[src/hdl/mtc_pkg.sv]
// How it works
// - two edges lock chip timing, checking begins
// - last interval check is chip error
// - timeout flags error, relock on two edges
// - single bad interval keeps chip state
// - bad chip interval always errors code checker
// - code timeout above 3.5 chip widths
// - code error from state, violations relock
// - shorts unclassified until long, then paired
// - baud blocks of 8 bits from sync
// - sum errors, compare with 3-bit limit
// - observation 8, 16, 24 or 32 bits
// - baud invalid until first block, error fast
// - keep checking per block, error until pass
// - longer observation: not valid until full run
// - timeout or bad chip restarts baud checker
// - timer forces fail, else fail passes through
// - timer is prescaler plus count on bit ticks
// - timeout is count times unit, zero infinite
// - timeout short by up to one bit
// - four prescaler units: 2, 4, 16, 64 bits
// - 128x oversampling, split at 1.5 chips
// - chip error limit 16, 24, 32 or 48
// - search start resets every checker and timer
package mtc_pkg;

    // ------------------------------------------------------------
    // interval measurement, oversampling counts
    // ------------------------------------------------------------
    localparam int unsigned IV_W          = 10;
    localparam logic [9:0]  CHIP_OSR      = 10'h080;  // one chip, 128 counts
    localparam logic [9:0]  LONG_SPLIT    = 10'h0C0;  // 1.5 chips
    localparam logic [9:0]  TWO_CHIPS     = 10'h100;
    localparam logic [9:0]  CHIP_TIMEOUT  = 10'h1C0;  // 3.5 chips
    localparam logic [9:0]  CHIP_LIMIT [4] = '{10'h010, 10'h018, 10'h020, 10'h030};

    // ------------------------------------------------------------
    // baud-rate checker
    // ------------------------------------------------------------
    localparam logic [4:0]  BLOCK_CHIPS   = 5'h10;    // 8 bits, 16 chips
    localparam logic [15:0] BLOCK_LIMIT [8] = '{16'h0010, 16'h0018, 16'h0020, 16'h0030,
                                                16'h0040, 16'h0060, 16'h0080, 16'h00C0};

    // ------------------------------------------------------------
    // wakeup timer, prescaler units counted in bit ticks
    // ------------------------------------------------------------
    localparam logic [6:0]  PRESC_UNIT [4] = '{7'h02, 7'h04, 7'h10, 7'h40};

    // ------------------------------------------------------------
    // state machines, one-hot
    // ------------------------------------------------------------
    typedef enum logic [4:0] {
        CT_IDLE     = 5'h01,
        CT_SYNC     = 5'h02,
        CT_CHECK    = 5'h04,
        CT_RELOCK   = 5'h08,
        CT_RELOCK_1 = 5'h10
    } mtc_chip_t;

    typedef enum logic [4:0] {
        CC_IDLE   = 5'h01,
        CC_START  = 5'h02,
        CC_PAIRED = 5'h04,
        CC_HALF   = 5'h08,
        CC_RELOCK = 5'h10
    } mtc_code_t;

    typedef enum logic [3:0] {
        BR_IDLE = 4'h1,
        BR_RUN  = 4'h2,
        BR_OK   = 4'h4,
        BR_ERR  = 4'h8
    } mtc_baud_t;

endpackage : mtc_pkg

[src/hdl/mtc_classifier.sv]
`timescale 1ns/1ps
module mtc_classifier
    import mtc_pkg::*;
(
    // clock and reset
    input  wire logic       clk_in,
    input  wire logic       reset_n_in,
    // timing sources and slicer
    input  wire logic       os_tick_in,          // oversampling tick, 128 per chip
    input  wire logic       bit_tick_in,         // mainscaler tick, one per bit
    input  wire logic       edge_in,             // slicer edge pulse
    input  wire logic       search_start_in,     // start of wakeup search pulse
    // wakeup decision inputs
    input  wire logic       wakeup_positive_in,  // positive decision reached
    input  wire logic       detector_fail_in,    // any detector failing
    // configuration
    input  wire logic [1:0] chip_error_limit_sel,
    input  wire logic [1:0] coding_restriction_sel,
    input  wire logic [2:0] block_error_limit_sel,
    input  wire logic [1:0] baud_observe_length_sel,
    input  wire logic [5:0] wakeup_timeout_count,
    input  wire logic [1:0] wakeup_timeout_prescale,
    // results
    output logic            chip_valid_out,
    output logic            chip_error_out,
    output logic            code_valid_out,
    output logic            code_error_out,
    output logic            baud_valid_out,
    output logic            baud_error_out,
    output logic            wakeup_expired_out,  // one-cycle pulse
    output logic            wakeup_fail_out
);

    // ------------------------------------------------------------
    // reset release
    // ------------------------------------------------------------
    logic       rst_meta_ff;      // first synchroniser stage
    logic       rst_n_ff;         // design-wide reset copy

    // two flops so release never lands near an edge
    always_ff @(posedge clk_in or negedge reset_n_in) begin
        if (!reset_n_in) begin
            rst_meta_ff <= 1'b0;
            rst_n_ff    <= 1'b0;
        end else begin
            rst_meta_ff <= 1'b1;
            rst_n_ff    <= rst_meta_ff;
        end
    end

    // ------------------------------------------------------------
    // interval measurement
    // ------------------------------------------------------------
    logic [IV_W-1:0]   iv_cnt_ff;     // os ticks since last edge
    logic              is_short;      // interval below 1.5 chips
    logic signed [IV_W:0] iv_err;     // timing error, signed
    logic [IV_W-1:0]   iv_abs;        // absolute error
    logic              armed;         // an interval is being timed
    logic              timeout;       // interval passed 3.5 chips
    logic              eval;          // interval closed while checking
    logic              chip_bad;      // closed interval out of tolerance
    mtc_chip_t         ct_state_ff;
    mtc_chip_t         nxt_ct_state;

    // compare against one or two chips by length
    always_comb begin
        is_short = iv_cnt_ff < LONG_SPLIT;
        iv_err   = $signed({1'b0, iv_cnt_ff})
                 - $signed({1'b0, (is_short ? CHIP_OSR : TWO_CHIPS)});
        iv_abs   = iv_err[IV_W] ? IV_W'(-iv_err) : iv_err[IV_W-1:0];
    end

    assign armed    = (ct_state_ff != CT_IDLE) && (ct_state_ff != CT_RELOCK);
    assign timeout  = armed && os_tick_in && !edge_in
                    && (iv_cnt_ff == CHIP_TIMEOUT - 10'h001);
    assign eval     = edge_in && (ct_state_ff == CT_CHECK);
    assign chip_bad = eval && (iv_abs >= CHIP_LIMIT[chip_error_limit_sel]);

    // counter stops at the timeout so it fires only once per gap
    always_ff @(posedge clk_in or negedge rst_n_ff) begin
        if (!rst_n_ff) begin
            iv_cnt_ff <= '0;
        end else if (search_start_in || edge_in) begin
            iv_cnt_ff <= '0;
        end else if (os_tick_in && iv_cnt_ff != CHIP_TIMEOUT) begin
            iv_cnt_ff <= iv_cnt_ff + 10'h001;
        end
    end

    // ------------------------------------------------------------
    // chip timing verifier
    // ------------------------------------------------------------
    logic chip_last_bad_ff;   // result of the latest interval check

    always_comb begin
        nxt_ct_state = ct_state_ff;
        case (ct_state_ff)
            CT_IDLE: begin
                if (edge_in) nxt_ct_state = CT_SYNC;
            end
            CT_SYNC: begin
                if (edge_in) nxt_ct_state = CT_CHECK;
                else if (timeout) nxt_ct_state = CT_IDLE;
            end
            CT_CHECK: begin
                // a bad interval alone never moves the state
                if (timeout) nxt_ct_state = CT_RELOCK;
            end
            CT_RELOCK: begin
                if (edge_in) nxt_ct_state = CT_RELOCK_1;
            end
            CT_RELOCK_1: begin
                if (edge_in) nxt_ct_state = CT_CHECK;
                else if (timeout) nxt_ct_state = CT_RELOCK;
            end
            default: nxt_ct_state = CT_IDLE;
        endcase
        if (search_start_in) nxt_ct_state = CT_IDLE;
    end

    // state and last check result
    always_ff @(posedge clk_in or negedge rst_n_ff) begin
        if (!rst_n_ff) begin
            ct_state_ff      <= CT_IDLE;
            chip_last_bad_ff <= 1'b0;
        end else begin
            ct_state_ff <= nxt_ct_state;
            if (search_start_in || nxt_ct_state != CT_CHECK) begin
                chip_last_bad_ff <= 1'b0;
            end else if (eval) begin
                chip_last_bad_ff <= chip_bad;
            end
        end
    end

    // registered chip outputs
    always_ff @(posedge clk_in or negedge rst_n_ff) begin
        if (!rst_n_ff) begin
            chip_valid_out <= 1'b0;
            chip_error_out <= 1'b0;
        end else begin
            chip_valid_out <= (nxt_ct_state != CT_IDLE) && (nxt_ct_state != CT_SYNC);
            chip_error_out <= (nxt_ct_state == CT_RELOCK) || (nxt_ct_state == CT_RELOCK_1)
                            || (nxt_ct_state == CT_CHECK && eval ? chip_bad
                                : nxt_ct_state == CT_CHECK && chip_last_bad_ff);
        end
    end

    // ------------------------------------------------------------
    // code checker
    // ------------------------------------------------------------
    mtc_code_t cc_state_ff;
    mtc_code_t nxt_cc_state;
    logic      cc_restrict;   // any coding restriction active
    logic      cc_viol;       // closed interval breaks the coding

    // selection is assumed steady while running; a change can give
    // a false error now or later
    assign cc_restrict = coding_restriction_sel != 2'b00;

    always_comb begin
        cc_viol = 1'b0;
        if (coding_restriction_sel == 2'b01 && !is_short) cc_viol = 1'b1;
        if (coding_restriction_sel == 2'b10 && is_short)  cc_viol = 1'b1;
        // after a long one, a lone short before a long is illegal
        if (cc_restrict && cc_state_ff == CC_HALF && !is_short) cc_viol = 1'b1;
    end

    always_comb begin
        nxt_cc_state = cc_state_ff;
        case (cc_state_ff)
            CC_IDLE: begin
                if (ct_state_ff == CT_CHECK) nxt_cc_state = CC_START;
            end
            CC_START: begin
                // shorts stay unclassified until the first long
                if (eval && cc_restrict && !is_short) nxt_cc_state = CC_PAIRED;
            end
            CC_PAIRED: begin
                if (eval && cc_restrict && is_short) nxt_cc_state = CC_HALF;
            end
            CC_HALF: begin
                if (eval && is_short) nxt_cc_state = CC_PAIRED;
            end
            CC_RELOCK: begin
                if (eval && !chip_bad) nxt_cc_state = CC_START;
            end
            default: nxt_cc_state = CC_IDLE;
        endcase
        // a bad chip counts even in the cycle the checker leaves idle
        if (cc_state_ff != CC_RELOCK) begin
            if (chip_bad || (eval && cc_viol && cc_state_ff != CC_IDLE)) begin
                nxt_cc_state = CC_RELOCK;
            end
        end
        if (timeout && cc_state_ff != CC_IDLE) nxt_cc_state = CC_RELOCK;
        if (search_start_in) nxt_cc_state = CC_IDLE;
    end

    // state with its outputs taken straight from the next state
    always_ff @(posedge clk_in or negedge rst_n_ff) begin
        if (!rst_n_ff) begin
            cc_state_ff    <= CC_IDLE;
            code_valid_out <= 1'b0;
            code_error_out <= 1'b0;
        end else begin
            cc_state_ff    <= nxt_cc_state;
            code_valid_out <= nxt_cc_state != CC_IDLE;
            code_error_out <= nxt_cc_state == CC_RELOCK;
        end
    end

    // ------------------------------------------------------------
    // baud-rate checker
    // ------------------------------------------------------------
    mtc_baud_t         br_state_ff;
    mtc_baud_t         nxt_br_state;
    logic signed [15:0] br_sum_ff;     // undivided error sum of the block
    logic [4:0]        br_chips_ff;    // chips counted in the block
    logic [2:0]        br_good_ff;     // good blocks in a row
    logic signed [15:0] br_sum_new;
    logic [4:0]        br_chips_new;
    logic [15:0]       br_abs;
    logic              br_end;         // interval closes a block
    logic              br_pass;        // block sum within limit
    logic [2:0]        br_need;        // blocks for a full observation
    logic              br_abort;       // timeout or bad chip

    always_comb begin
        br_sum_new   = br_sum_ff + 16'(iv_err);
        br_chips_new = br_chips_ff + (is_short ? 5'h01 : 5'h02);
        br_abs       = br_sum_new[15] ? 16'(-br_sum_new) : br_sum_new;
        br_end       = eval && br_chips_new >= BLOCK_CHIPS;
        br_pass      = br_abs < BLOCK_LIMIT[block_error_limit_sel];
        br_need      = {1'b0, baud_observe_length_sel} + 3'h1;
        br_abort     = timeout || chip_bad;
    end

    always_comb begin
        nxt_br_state = br_state_ff;
        case (br_state_ff)
            BR_IDLE: begin
                // first block opens once the verifier has locked
                if (ct_state_ff == CT_CHECK) nxt_br_state = BR_RUN;
            end
            BR_RUN, BR_ERR: begin
                if (br_end && !br_pass) nxt_br_state = BR_ERR;
                else if (br_end && br_good_ff + 3'h1 >= br_need) nxt_br_state = BR_OK;
                else if (br_end) nxt_br_state = BR_RUN;
            end
            BR_OK: begin
                if (br_end && !br_pass) nxt_br_state = BR_ERR;
            end
            default: nxt_br_state = BR_IDLE;
        endcase
        if (br_abort && br_state_ff != BR_IDLE) nxt_br_state = BR_IDLE;
        if (search_start_in) nxt_br_state = BR_IDLE;
    end

    // state and block accumulators
    always_ff @(posedge clk_in or negedge rst_n_ff) begin
        if (!rst_n_ff) begin
            br_state_ff <= BR_IDLE;
            br_sum_ff   <= '0;
            br_chips_ff <= '0;
            br_good_ff  <= '0;
        end else begin
            br_state_ff <= nxt_br_state;
            if (nxt_br_state == BR_IDLE || br_state_ff == BR_IDLE) begin
                br_sum_ff   <= '0;
                br_chips_ff <= '0;
                br_good_ff  <= '0;
            end else if (br_end) begin
                // overshoot chip restarts the next block at zero
                br_sum_ff   <= '0;
                br_chips_ff <= '0;
                br_good_ff  <= !br_pass ? 3'h0
                             : (br_good_ff + 3'h1 >= br_need) ? br_need
                             : br_good_ff + 3'h1;
            end else if (eval) begin
                br_sum_ff   <= br_sum_new;
                br_chips_ff <= br_chips_new;
            end
        end
    end

    // registered baud outputs
    always_ff @(posedge clk_in or negedge rst_n_ff) begin
        if (!rst_n_ff) begin
            baud_valid_out <= 1'b0;
            baud_error_out <= 1'b0;
        end else begin
            baud_valid_out <= nxt_br_state == BR_OK || nxt_br_state == BR_ERR;
            baud_error_out <= nxt_br_state == BR_ERR;
        end
    end

    // ------------------------------------------------------------
    // wakeup search timer
    // ------------------------------------------------------------
    logic [6:0] wt_presc_ff;   // bit ticks within one unit
    logic [5:0] wt_count_ff;   // units elapsed
    logic       wt_done_ff;    // expired or a positive result seen
    logic       wt_enabled;
    logic       wt_unit_end;
    logic       wt_expire;

    assign wt_enabled  = wakeup_timeout_count != 6'h00;
    assign wt_unit_end = bit_tick_in
                       && (wt_presc_ff == PRESC_UNIT[wakeup_timeout_prescale] - 7'h01);
    // no truncation gives zero to one bit short, never long
    assign wt_expire   = wt_enabled && !wt_done_ff && !search_start_in && wt_unit_end
                       && (wt_count_ff + 6'h01 == wakeup_timeout_count);

    // prescaler counts mainscaler ticks, timer counts units
    always_ff @(posedge clk_in or negedge rst_n_ff) begin
        if (!rst_n_ff) begin
            wt_presc_ff <= '0;
            wt_count_ff <= '0;
            wt_done_ff  <= 1'b0;
        end else if (search_start_in) begin
            wt_presc_ff <= '0;
            wt_count_ff <= '0;
            wt_done_ff  <= 1'b0;
        end else begin
            if (wt_expire || wakeup_positive_in) wt_done_ff <= 1'b1;
            if (wt_unit_end) begin
                wt_presc_ff <= '0;
                wt_count_ff <= wt_count_ff + 6'h01;
            end else if (bit_tick_in) begin
                wt_presc_ff <= wt_presc_ff + 7'h01;
            end
        end
    end

    // negative result: expiry when enabled, any failure when not
    always_ff @(posedge clk_in or negedge rst_n_ff) begin
        if (!rst_n_ff) begin
            wakeup_expired_out <= 1'b0;
            wakeup_fail_out    <= 1'b0;
        end else begin
            wakeup_expired_out <= wt_expire;
            if (wt_expire || (!wt_enabled && detector_fail_in && !search_start_in)) begin
                wakeup_fail_out <= 1'b1;
            end else if (search_start_in) begin
                wakeup_fail_out <= 1'b0;
            end
        end
    end

endmodule // mtc_classifier

[config.mk]
export PLATFORM = sky130hd
export DESIGN_NAME = mtc_classifier
export DESIGN_NICKNAME = d
export VERILOG_FILES = /design/src/hdl/mtc_pkg.sv /design/src/hdl/mtc_classifier.sv
export SDC_FILE = /design/constraint.sdc
export NUM_CORES = 1
export LEC_CHECK = 0
export BUFFER_PORTS_ARGS = -buffer_cell sky130_fd_sc_hd__buf_4
export CAP_MARGIN = 10
export CORE_MARGIN = 2
export CORE_UTILIZATION = 45
export CTS_CLUSTER_DIAMETER = 100
export DETAILED_ROUTE_END_ITERATION = 8
export GPL_TIMING_DRIVEN = 0
export PLACE_DENSITY = 0.73
export SYNTH_ARGS = -nofsm -noshare
export SYNTH_HDL_FRONTEND = slang
export SYNTH_SLANG_ARGS = --single-unit
[constraint.sdc]
create_clock -name clk_in -period 3.1 [get_ports clk_in]
set_clock_uncertainty 0.1 [all_clocks]
set_input_delay 0.155 -clock clk_in [delete_from_list [all_inputs] [get_ports clk_in]]
set_output_delay 0.155 -clock clk_in [all_outputs]
set_load 0.005 [all_outputs]
Word-level counts from Yosys, hierarchy flattened
Memory sizes are Yosys's and may differ from the RTL's. Index checks and enable logic that the tools add are counted.

Register bits: 73. Bits in read-only memories: 128. Input port bits: 25. Word-level logic and storage cells: 206. Memories kept: 1.

Memories: (no name shown) (depth 8, bits a word 16, rd ports 1, clocked after Yosys merged registers in 0, wr ports 0, line mtc_classifier.sv:234) `br_pass = br_abs < BLOCK_LIMIT[block_error_limit_sel];`.

Add/sub/neg operators: 11. Order comparisons: 8. Eq/ne operators: 36. Mux-type cells: 65. Bitwise gates (word level): 3. Reduce and logical (&&, ||, !) cells: 61.

Operators with widths (count): $mux W16 (6); $mux W5 (19); $mux W10 (5); $pmux W5 S5 (2); $mux W7 (5); $logic_and A1 B1 Y1 (33); $mux W4 (7); $bmux W10 S2 (1); $eq A5 B5 Y1 const B (4); $ne A5 B1 Y1 const B (4); $add A16 B11 Y16 (1); $lt A16 B16 Y1 (1); $neg A16 Y16 (1); $eq A5 B3 Y1 const B (3); $eq A5 B4 Y1 const B (3); $bmux W7 S2 (1); $reduce_bool A2 Y1 (7); $mux W3 (4); $mux W6 (2); $pmux W4 S3 (1); $sub A10 B9 Y11 (1); $add A10 B1 Y10 const B (1); $eq A10 B9 Y1 const B (1); $eq A5 B1 Y1 const B (2); 38 further kinds (69).

Logic depth before layout (Yosys ltp)
Gate-level depths: netlist of the first run.

Depth in word-level cells: 16. Gate-level depth with buffers: 24.

Worst setup path before layout of the first run
Ideal clock, no wire load.

Path kind: register to register. Start: register iv_cnt_ff[7]. End: register br_state_ff[2]. Library setup time: 0.065 ns. Data arrival time: 4.577 ns. Required time: 2.935 ns. Setup slack: -1.642 ns. Stages on the path, launching flop included: 23. Buffers on the path: 3. Period minus slack after synthesis: 4.742 ns. Path through: dfrtp_1 buf_2 a211o_1 buf_2 inv_1 fa_1 ha_1 clkbuf_1 a31oi_1 maj3_2 o2bb2ai_1 nand3_2 o31ai_1 xnor2_1 ha_1 a21oi_1 nor2b_1 o21ai_0 nand2b_1 or2_2 a2111oi_4 o21a_4 o211a_1.

Word-level cells in the longest chain between the ends: 13. Elaborated cells on any way between the ends: 29.

RTL lines: from (decl) (line mtc_classifier.sv:54) `logic [IV_W-1:0] iv_cnt_ff;`; from (signal assigned) (line mtc_classifier.sv:86) `iv_cnt_ff <= iv_cnt_ff + 10'h001;`; $lt A10 B8 Y1 (line mtc_classifier.sv:67) `is_short = iv_cnt_ff < LONG_SPLIT;`; $mux W9 (line mtc_classifier.sv:69) `- $signed({1'b0, (is_short ? CHIP_OSR : TWO_CHIPS)});`; $sub A10 B9 Y11 (line mtc_classifier.sv:69); $add A16 B11 Y16 (line mtc_classifier.sv:230) `br_sum_new = br_sum_ff + 16'(iv_err);`; $neg A16 Y16 (line mtc_classifier.sv:232) `br_abs = br_sum_new[15] ? 16'(-br_sum_new) : br_sum_new;`; $mux W16 (line mtc_classifier.sv:232); $lt A16 B16 Y1 (line mtc_classifier.sv:234); $logic_not A1 Y1; $logic_and A1 B1 Y1 (line mtc_classifier.sv:247, mtc_classifier.sv:252); $mux W4 (on tied branches) (line mtc_classifier.sv:252, mtc_classifier.sv:247); $pmux W4 S3 (line mtc_classifier.sv:241) `case (br_state_ff)`; $mux W4 * (line mtc_classifier.sv:256) `if (br_abort && br_state_ff != BR_IDLE) nxt_br_state = BR_IDLE;`; $mux W4 * (line mtc_classifier.sv:257) `if (search_start_in) nxt_br_state = BR_IDLE;`; named net nxt_br_state[2] (line mtc_classifier.sv:217) `mtc_baud_t nxt_br_state;`; to (signal assigned) (line mtc_classifier.sv:268) `br_state_ff <= nxt_br_state;`; to (decl) (line mtc_classifier.sv:216) `mtc_baud_t br_state_ff;`.

The timed path passes the listed nets; every way through them passes the cells marked *. A chain may end at the register's enable or synchronous reset.

Worst setup path after layout of the first run
Start: register iv_cnt_ff[8]. End: register br_state_ff[1].

The elaborated chain is that of the path after synthesis.

==> results.py, run 1 <==
metrics = {
    "yosys": {
        "seq_area_frac_synth": 0.3339,
        "syn_inst": 625,
        "synth-edff-count": 0,
        "synth_area_per_cell_um2": 8.770,
        "yosysWarnings": 0,
        "ys_async_sr_fraction": 1.000,
        "synth.cell_area_um2": 5482,
        "syn-num-nets": 682,
        "synth_seq_cells": 73,
        "ys_types": 83,
        "synth_ff_type": "dfrtp_1",
    },
    "place": {
        "port-buffer-count": 31,
        "placed_area_um2": 5947,
        "preCtsSetupSlack_ns": -1.871,
        "hpwl_mm": 9.602,
        "placed_cells": 803,
        "gp_congestion": 0.9165,
    },
    "cells_and_area": {
        "fill_cells": 1031,
        "stdcell_count": 857,
        "final_nets": 762,
        "diodes": 0,
        "drive_above_1_share": 0.2310,
        "final_cell_area_um2": 6799,
        "utilization": 0.5684,
        "syn2layout_area_growth_pct": 24.04,
    },
    "global_route": {
        "grt.total_usage": 0.2206,
        "grt_pass1_vias": 5135,
        "grt-ovfl-total": 0,
        "antenna_found_initial": 0,
        "grt_pass1_wl_mm": 23.34,
        "grt_max_degree": 72,
    },
    "route": {
        "routed_wirelength_mm": 13.85,
        "route.vias.total": 5014,
        "dr.pass1.iters": 5,
        "drt_iter0_drc": 216,
        "drtAntennaViolNets": 0,
        "vias_per_cell": 5.851,
        "drc": 0,
        "wl_per_cell_um": 16.16,
    },
    "timing": {
        "worst_slew_pin_slew_ns": 1.153,
        "hold_viol_final": 0,
        "setup_slack_ns": -1.513,
        "period_minus_slack_ns": 4.613,
        "rsz0062_at_grt": "yes",
        "fin_tns_setup_ns": -33.85,
        "clock.fmax_mhz": 216.8,
        "holdWs_ns": 0.01753,
        "worst_slew_margin_rel": 0.2255,
        "setup_violations": 38,
        "final_max_slew_viol_count": 0,
        "period_share": 1.488,
    },
    "die": {
        "start_util": 0.4583,
        "fp.dieArea_um2": 13080,
        "ioPinCount": 33,
        "core_um2": 11960,
        "row_count": 40,
        "die_w_um": 114.4,
        "fp.dieH_um": 114.4,
    },
    "setup_path": {
        "ff2ff_path_depth": 21,
        "path_class": "flip-flop to flip-flop",
        "r2r_start": "iv_cnt_ff[8]",
        "path_cells": "buf_6, or3_4, fa_2, xnor2_2, ha_1, a21o_1, a31oi_2, maj3_2, o2bb2ai_2, nand3_4, inv_2, nor2_2, xnor2_1, ha_1, nor2b_1, o21ai_1, nand2b_1, or2_4, a2111oi_4, o21a_4, a31o_1",
        "worstPathRequired_ns": 3.28,
        "worst-path-max-fanout": 8,
        "slowest_stage": "dfrtp_2",
        "endpoint_kind": "flip-flop",
        "cp_slowest_stage_delay_ns": 0.41,
        "r2r_slack_ns": -1.51,
        "crit_top_cell": "ha_1",
        "cp.arrival_ns": 4.79,
        "critPathLaunchType": "flip-flop",
        "reg2reg_to": "br_state_ff[1]",
    },
    "clock_network": {
        "clock_latency_ns": 0.34,
        "clkTransAtPathRegs_ns": 0.06,
        "numClockSinks": 73,
        "cts_buffer_depth": 2,
        "cts_tree": "yes",
        "cts_root_buffer": "clkbuf_16",
        "htree_levels": 3,
        "cts_buffers": 9,
    },
    "pwr": {
        "total_power_mw": 2.253,
        "powerDensity_nw_per_um2": 331.4,
        "p_leak_nw": 3.018,
        "vdd_drop_max_uv": 394.9,
    },
    "run_status": {
        "outcome": "finished with violations",
        "violations": "setup timing",
    },
    "hold_path": {
        "hp-start": "detector_fail_in",
        "min_path_cells": 3,
        "hold_class": "input pin to flip-flop",
        "hold_path_end": "wakeup_fail_out",
    },
    "job": {
        "drv_cap": 0,
    },
}
[layout by cell type, fill, tap and decap left out, types with 5 or more instances in the layout]
cell type  count
ha_1          28
dfrtp_1       68
nand2b_1      14
and3_1         5
nor3_1        12
xor2_1        31
nor2_1        69
a21oi_1       36
o21ai_0       18
buf_4         61
clkbuf_16      9
o21ai_1       13
nand4_1       15
nand3_1       15
xnor2_1       22
nand2_1       45
o2111ai_1      7
o21ai_2        7
o21a_1         5
clkbuf_1      20
inv_1         21
a22o_1        10
a21oi_2        5
or3_1          8
nor2b_1        6
buf_6         11
a21o_1         6
nor4_1         6
[kinds of logic after synthesis]
family | Yosys count | share of synthesized area
and+or+nand+nor | 240 | 0.2310
AOI/OAI and AO/OA | 162 | 0.2116
DFF | 73 | 0.3339
xor gates and xnor gates | 55 | 0.08925
buffers and inverters | 55 | 0.04451
adders and majority gates | 34 | 0.07966
muxes | 5 | 0.009359
other | 1 | 0.0006841
[power by group]
group / switching [mW] / internal (mW) / total, mW
Combinational: 0.113 / 0.0998 / 0.213
Clock: 0.421 / 0.626 / 1.05
Sequential: 0.0282 / 0.966 / 0.994
[worst max path at each step]
stage,start,endpoint,slack [ns]
after CTS,iv_cnt_ff[8],br_state_ff[1],-1.60
final,iv_cnt_ff[8],br_state_ff[1],-1.51
after global routing,iv_cnt_ff[8],br_state_ff[1],-1.72
after floorplan,iv_cnt_ff[8],br_state_ff[2],-1.39
after global placement,iv_cnt_ff[8],br_state_ff[1],-1.76
after detailed placement,iv_cnt_ff[8],br_state_ff[3],-1.87
[worst max-delay path: cells and delay by family (launching register included)]
family | cells | cell delay (ns)
adders and majority gates | 4 | 1.21
AOI/OAI and AO/OA | 7 | 1.22
xor gates and xnor gates | 2 | 0.35
and+or+nand+nor | 6 | 1.04
DFF | 1 | 0.41
buffers and inverters | 2 | 0.22
[area by class of cell]
cell class	count	area (um^2)	share of cell area
flip-flops and latches	73	1836	0.2700
plain buffers	29	167.7	0.02466
repair buffers	71	596.8	0.08778
well taps	147	183.9	0.02705
clock inverters	6	65.06	0.009569
clock buffers	10	229.0	0.03368
multi-input cells	497	3618	0.5322
inverters	24	102.6	0.01509
[what timing repair did]
item,in CTS,in global routing
hold buffers,2,0
buffers inserted,24,14
setup endpoints to repair,38,38
endpoints found under the hold margin,3,0
resized for setup,37,22
gates cloned,1,0
pin swaps,18,20
[state kept, by name (all words and copies together) (netlist names)]
signal and cells:
ct_state_ff 5, code_error_out 1, rst_n_ff 1, chip_last_bad_ff 1, wt_presc_ff 7, br_state_ff 4, wakeup_expired_out 1, br_sum_ff 16
chip_valid_out 1, code_valid_out 1, baud_error_out 1, wt_count_ff 6, rst_meta_ff 1, iv_cnt_ff 10, baud_valid_out 1, wt_done_ff 1
wakeup_fail_out 1, chip_error_out 1, br_good_ff 3, br_chips_ff 5, cc_state_ff 5
[synthesized netlist by cell type, drive strengths merged (6+ instances only)]
library cell / instances / area share
nand2b: 15 / 0.017
or3: 10 / 0.012
nand4: 15 / 0.017
dfrtp: 70 / 0.32
nor2: 76 / 0.053
o31ai: 6 / 0.011
a21oi: 41 / 0.039
inv: 24 / 0.016
nor2b: 6 / 0.0068
clkbuf: 20 / 0.014
buf: 11 / 0.014
a31oi: 6 / 0.0068
a22o: 10 / 0.016
xor2: 32 / 0.053
a21o: 6 / 0.0082
o2111ai: 9 / 0.014
nand3: 18 / 0.018
a211oi: 7 / 0.016
nor3: 13 / 0.014
nor4: 8 / 0.015
o21ai: 39 / 0.036
ha: 30 / 0.068
nand2: 48 / 0.035
o21a: 7 / 0.011
xnor2: 23 / 0.037
[layer usage]
layer	track usage	part of all wire
met5	0	0
met3	0.04023	0.039
met4	0.1000	0.024
met1	0.2551	0.41
met2	0.3960	0.53
Power figures use the tool's default switching activity.
==> inputs of run 2 (changes only) <==
MAX_ROUTING_LAYER = met4   (was not set)
clock period = 5.5 ns   (was 3.1 ns; I/O delays follow)
==> results.py, run 2 (synthesized netlist as in run 1, its figures left out) <==
metrics = {
    "route": {
        "drtAntennaViolNets": 0,
        "route.vias.total": 4845,
        "dr.pass1.iters": 5,
        "vias_per_cell": 5.859,
        "routed_wirelength_mm": 12.60,
        "wl_per_cell_um": 15.24,
        "drc": 0,
        "drt_iter0_drc": 258,
    },
    "place": {
        "gp_congestion": 0.9195,
        "placed_cells": 804,
        "hpwl_mm": 9.306,
        "port-buffer-count": 31,
    },
    "clock_network": {
        "htree_levels": 3,
        "clkTransAtPathRegs_ns": 0.06,
        "cts_tree": "yes",
        "cts_buffers": 9,
        "numClockSinks": 73,
        "cts_buffer_depth": 2,
        "clock_latency_ns": 0.34,
        "cts_root_buffer": "clkbuf_16",
    },
    "timing": {
        "clock.fmax_mhz": 194.6,
        "setup_violations": 0,
        "worst_slew_margin_rel": 0.2908,
        "period_share": 0.9344,
        "hold_viol_final": 0,
        "period_minus_slack_ns": 5.139,
        "rsz0062_at_grt": "no",
        "fin_tns_setup_ns": 0,
        "worst_slew_pin_slew_ns": 1.056,
        "final_max_slew_viol_count": 0,
    },
    "global_route": {
        "grt_pass1_vias": 4661,
        "grt_pass1_wl_mm": 21.23,
        "grt_max_degree": 72,
        "grt.total_usage": 0.2061,
        "antenna_found_initial": 0,
        "grt-ovfl-total": 0,
    },
    "setup_path": {
        "cp.depth": 24,
        "path_cells": "buf_4, a211o_1, clkbuf_4, clkinvlp_4, fa_2, xnor2_2, ha_1, buf_6, a21o_1, a31oi_1, maj3_2, o2bb2ai_1, nand3_2, inv_1, nor2_1, xnor2_1, ha_1, nor2b_1, o21ai_0, nand2b_1, or2_2, a2111oi_4, o21a_4, a31o_1",
        "crit_top_cell": "ha_1",
        "worstPathRequired_ns": 5.68,
        "path_class": "flip-flop to flip-flop",
        "worst-path-max-fanout": 10,
        "r2r_start": "iv_cnt_ff[6]",
        "cp.arrival_ns": 5.32,
        "cp_slowest_stage_delay_ns": 0.41,
        "slowest_stage": "fa_2",
        "critPathLaunchType": "flip-flop",
        "cpLargestDelayFamily": "compound AO/OA/AOI/OAI gates",
        "endpoint_kind": "flip-flop",
        "crit_path_start": "iv_cnt_ff[6]",
        "critPathBufInv": 5,
        "ff2ff_path_depth": 24,
    },
    "die": {
        "ioPinCount": 33,
        "fp.dieH_um": 114.4,
        "start_util": 0.4583,
        "die_w_um": 114.4,
        "row_count": 40,
        "fp.dieArea_um2": 13080,
        "core_um2": 11960,
    },
    "cells_and_area": {
        "syn2layout_area_growth_pct": 14.77,
        "seq_area_um2": 1834,
        "reg_top3": "br_sum_ff (16), iv_cnt_ff (10), wt_presc_ff (7)",
        "multi_input_area_um2": 3417,
        "drive_above_1_share": 0.1500,
        "final_common_cell": "nor2_1",
        "diodes": 0,
        "regMostFlops": "br_sum_ff",
        "largest_reg_flops": 16,
        "final_cell_mix": "nor2_1 (74), dfrtp_1 (69), nand2_1 (46), buf_4 (40), a21oi_1 (39)",
        "stdcell_count": 827,
        "fill_cells": 1089,
        "final_nets": 732,
    },
    "pwr": {
        "vdd_drop_max_uv": 198.9,
        "powerDensity_nw_per_um2": 194.7,
        "p_leak_nw": 2.794,
        "total_power_mw": 1.225,
    },
    "hold_path": {
        "min_path_cells": 3,
        "hp-start": "wakeup_positive_in",
        "hold_class": "input pin to flip-flop",
    },
    "run_status": {
        "outcome": "complete, no violations",
    },
    "job": {
        "drv_cap": 0,
    },
}
## run 2: changes by cell type in the layout (fill, tap and decap cells not counted), sizes merged
| cell | change |
|---|---|
| clkbuf | +2 |
| bufinv | -1 |
| buf | -31 |
| clkinv | -1 |
| dlygate4sd3 | -1 |
| clkinvlp | +2 |
## run 2: what timing repair did
action                                 in CTS  in global routing
endpoints found under the hold margin       2                  0
gates resized for setup                     0                  9
hold buffers                                1                  0
setup endpoints to repair                   0                  8
buffers inserted                            0                  7
## run 2: metal layers
metal  wire length, um  share of wire  vias up  global-route usage
met5                 0              0        -                   -
met4               246          0.020        0             0.06992
met3               417          0.033       22             0.03600
met2              6495           0.52      110              0.3567
met1              5445           0.43     2347              0.2428
li1                  -              -     2366                   -
## run 2: path summary, 6_finish.rpt
kind,to,slack [ns]
hold reg to reg,chip_valid_out,0.22
max in group asynchronous,cc_state_ff[0],4.73
setup reg to reg,br_state_ff[1],0.36
setup / recovery,br_state_ff[1],0.36
min in group asynchronous,rst_n_ff,0.15
hold / removal,wt_done_ff,0.11
## run 2: metrics by stage
stage	cell area [um^2]	hold slack (ns)	setup WS, ns	util
after floorplan	5482	-0.1206	0.7582	-
after global placement	5898	-0.04226	0.2393	0.4931
after detailed placement	5929	-0.04062	0.1580	0.4957
after CTS	6218	0.1013	0.1141	0.5199
after global routing	6291	0.1110	0.03906	0.5259
final	6291	0.1061	0.3607	0.5259
## run 2: area by class of cell
class / instances / share of cell area
multi-input cells: 497 / 0.5432
flip-flops and latches: 73 / 0.2916
repair buffers: 40 / 0.05131
clock buffers: 10 / 0.03640
well taps: 147 / 0.02924
plain buffers: 30 / 0.02546
inverters: 24 / 0.01492
clock inverters: 6 / 0.007955
## run 2: worst register-to-register path, delay by kind of cell (launching register included)
kind | cells | cell delay (ns)
AO/OA/AOI/OAI | 8 | 1.46
adder cells (fa/ha/maj) | 4 | 1.23
buffers and inverters | 5 | 0.82
AND/OR/NAND/NOR | 5 | 0.77
flip-flops | 1 | 0.38
XOR/XNOR | 2 | 0.33
## run 2: report_power, final
| part | internal (mW) | switching (mW) |
|---|---|---|
| sequential | 0.544 | 0.00588 |
| combinational | 0.0534 | 0.0685 |
| clock | 0.310 | 0.242 |
==> inputs of run 3 (changes only) <==
CORE_UTILIZATION = 43   (was 45)
PLACE_DENSITY = 0.71   (was 0.73)
==> results.py, run 3 (synthesized netlist as in run 1, its figures left out) <==
metrics = {
    "run_status": {
        "outcome": "complete, no violations",
    },
    "die": {
        "ioPinCount": 33,
        "die_w_um": 116.9,
        "start_util": 0.4379,
        "fp.dieArea_um2": 13670,
        "fp.dieH_um": 116.9,
        "row_count": 41,
        "core_um2": 12520,
    },
    "setup_path": {
        "endpoint_kind": "flip-flop",
        "worst-path-max-fanout": 10,
        "worstPathRequired_ns": 5.68,
        "path_class": "flip-flop to flip-flop",
        "critPathLaunchType": "flip-flop",
        "cp.arrival_ns": 5.32,
    },
    "clock_network": {
        "htree_levels": 3,
        "clkTransAtPathRegs_ns": 0.06,
        "cts_buffer_depth": 2,
        "cts_tree": "yes",
        "clock_latency_ns": 0.34,
        "cts_root_buffer": "clkbuf_16",
        "cts_buffers": 9,
        "numClockSinks": 73,
    },
    "cells_and_area": {
        "final_nets": 730,
        "largest_reg_flops": 16,
        "utilization": 0.5047,
        "drive_above_1_share": 0.1490,
        "reg_top3": "br_sum_ff (16), iv_cnt_ff (10), wt_presc_ff (7)",
        "diodes": 0,
        "final_common_cell": "nor2_1",
        "final_cell_mix": "nor2_1 (74), dfrtp_1 (69), nand2_1 (46), buf_4 (41), a21oi_1 (39)",
        "regMostFlops": "br_sum_ff",
        "syn2layout_area_growth_pct": 15.25,
    },
    "global_route": {
        "antenna_found_initial": 0,
        "grt_max_degree": 72,
        "grt_pass1_wl_mm": 21.91,
        "grt-ovfl-total": 0,
        "grt_pass1_vias": 4698,
        "grt.total_usage": 0.2063,
    },
    "pwr": {
        "powerDensity_nw_per_um2": 201.5,
        "p_leak_nw": 2.792,
        "vdd_drop_max_uv": 174.2,
    },
    "route": {
        "wl_per_cell_um": 15.09,
        "vias_per_cell": 5.668,
        "drtAntennaViolNets": 0,
        "dr.pass1.iters": 5,
        "route.vias.total": 4818,
        "drc": 0,
        "routed_wirelength_mm": 12.83,
        "drt_iter0_drc": 296,
    },
    "place": {
        "gp_congestion": 0.8771,
        "port-buffer-count": 31,
        "preCtsSetupSlack_ns": 0.1124,
        "hpwl_mm": 9.460,
    },
    "timing": {
        "period_minus_slack_ns": 5.146,
        "setup_slack_ns": 0.3545,
        "setup_violations": 0,
        "final_max_slew_viol_count": 0,
        "worst_slew_margin_rel": 0.2887,
        "clock.fmax_mhz": 194.3,
        "hold_viol_final": 0,
        "fin_tns_setup_ns": 0,
        "worst_slew_pin_slew_ns": 1.059,
        "period_share": 0.9355,
    },
    "hold_path": {
        "hold_class": "input pin to flip-flop",
    },
    "job": {
        "drv_cap": 0,
    },
}
[run 3: final timing paths]
kind | startpoint | end | slack [ns] | cells past startpoint
worst max register to register | iv_cnt_ff[6] | br_state_ff[1] | 0.35 | 24
max in group asynchronous | rst_n_ff | br_sum_ff[14] | 4.34 | 0
worst min-delay path | wakeup_positive_in | wt_done_ff | 0.11 | 3
worst max-delay path | iv_cnt_ff[6] | br_state_ff[1] | 0.35 | 24
worst min register to register | rst_meta_ff | rst_n_ff | 0.25 | 0
min in group asynchronous | reset_n_in | rst_meta_ff | 0.15 | 2
[run 3: metrics by stage]
step	total power, mW	hold WS, ns	cell area (um^2)	cells
3_5_place_dp	0.6796	-0.03980	5933	828
5_1_grt	1.330	0.1517	6317	850
6_report	1.273	0.1128	6317	850
2_1_floorplan	0.6398	-0.1206	5482	625
3_3_place_gp	0.6741	-0.04203	5929	828
4_1_cts	1.288	0.1051	6245	845
[run 3: final cells by class]
class,count,area (um^2)
inverter,24,93.84
clock inverter,7,76.32
fill,1187,6200
sequential,73,1834
tap,172,215.2
buffer,30,160.2
multi-input combinational,497,3425
timing repair buffer,38,287.8
clock buffer,9,225.2
[run 3: routing by layer]
layer / GRT usage / routed length, um / part of all wire
met2: 0.3649 / 6573 / 0.51
met4: 0.05255 / 172 / 0.013
met3: 0.04068 / 487 / 0.038
met1: 0.2410 / 5596 / 0.44
met5: - / 0 / 0
[run 3: timing repair]
item,4_1_cts,5_1_grt
gates resized for setup,0,12
setup endpoints to repair,0,8
hold endpoints to repair,2,0
hold buffers,1,0
buffers inserted,0,6
[run 3: worst max-delay path: stages, from the launching register on]
cell	delay [ns]
dfrtp_1	0.37
buf_4	0.18
a211o_1	0.18
buf_4	0.18
clkinvlp_4	0.17
fa_2	0.41
xnor2_2	0.21
ha_1	0.27
buf_6	0.14
a21o_1	0.20
a31oi_1	0.17
maj3_2	0.25
nand4_1	0.16
nand3_4	0.18
o31ai_1	0.11
xnor2_1	0.16
ha_1	0.32
a21oi_1	0.13
nor2b_1	0.06
o21ai_0	0.14
nand2b_1	0.09
or2_2	0.33
a2111oi_4	0.21
o21a_4	0.24
a31o_1	0.15
[run 3: report_power, final]
group / switching [mW] / internal (mW)
logic: 0.0592 / 0.0513
clock network: 0.248 / 0.355
registers: 0.0154 / 0.544
total: 0.322 / 0.951
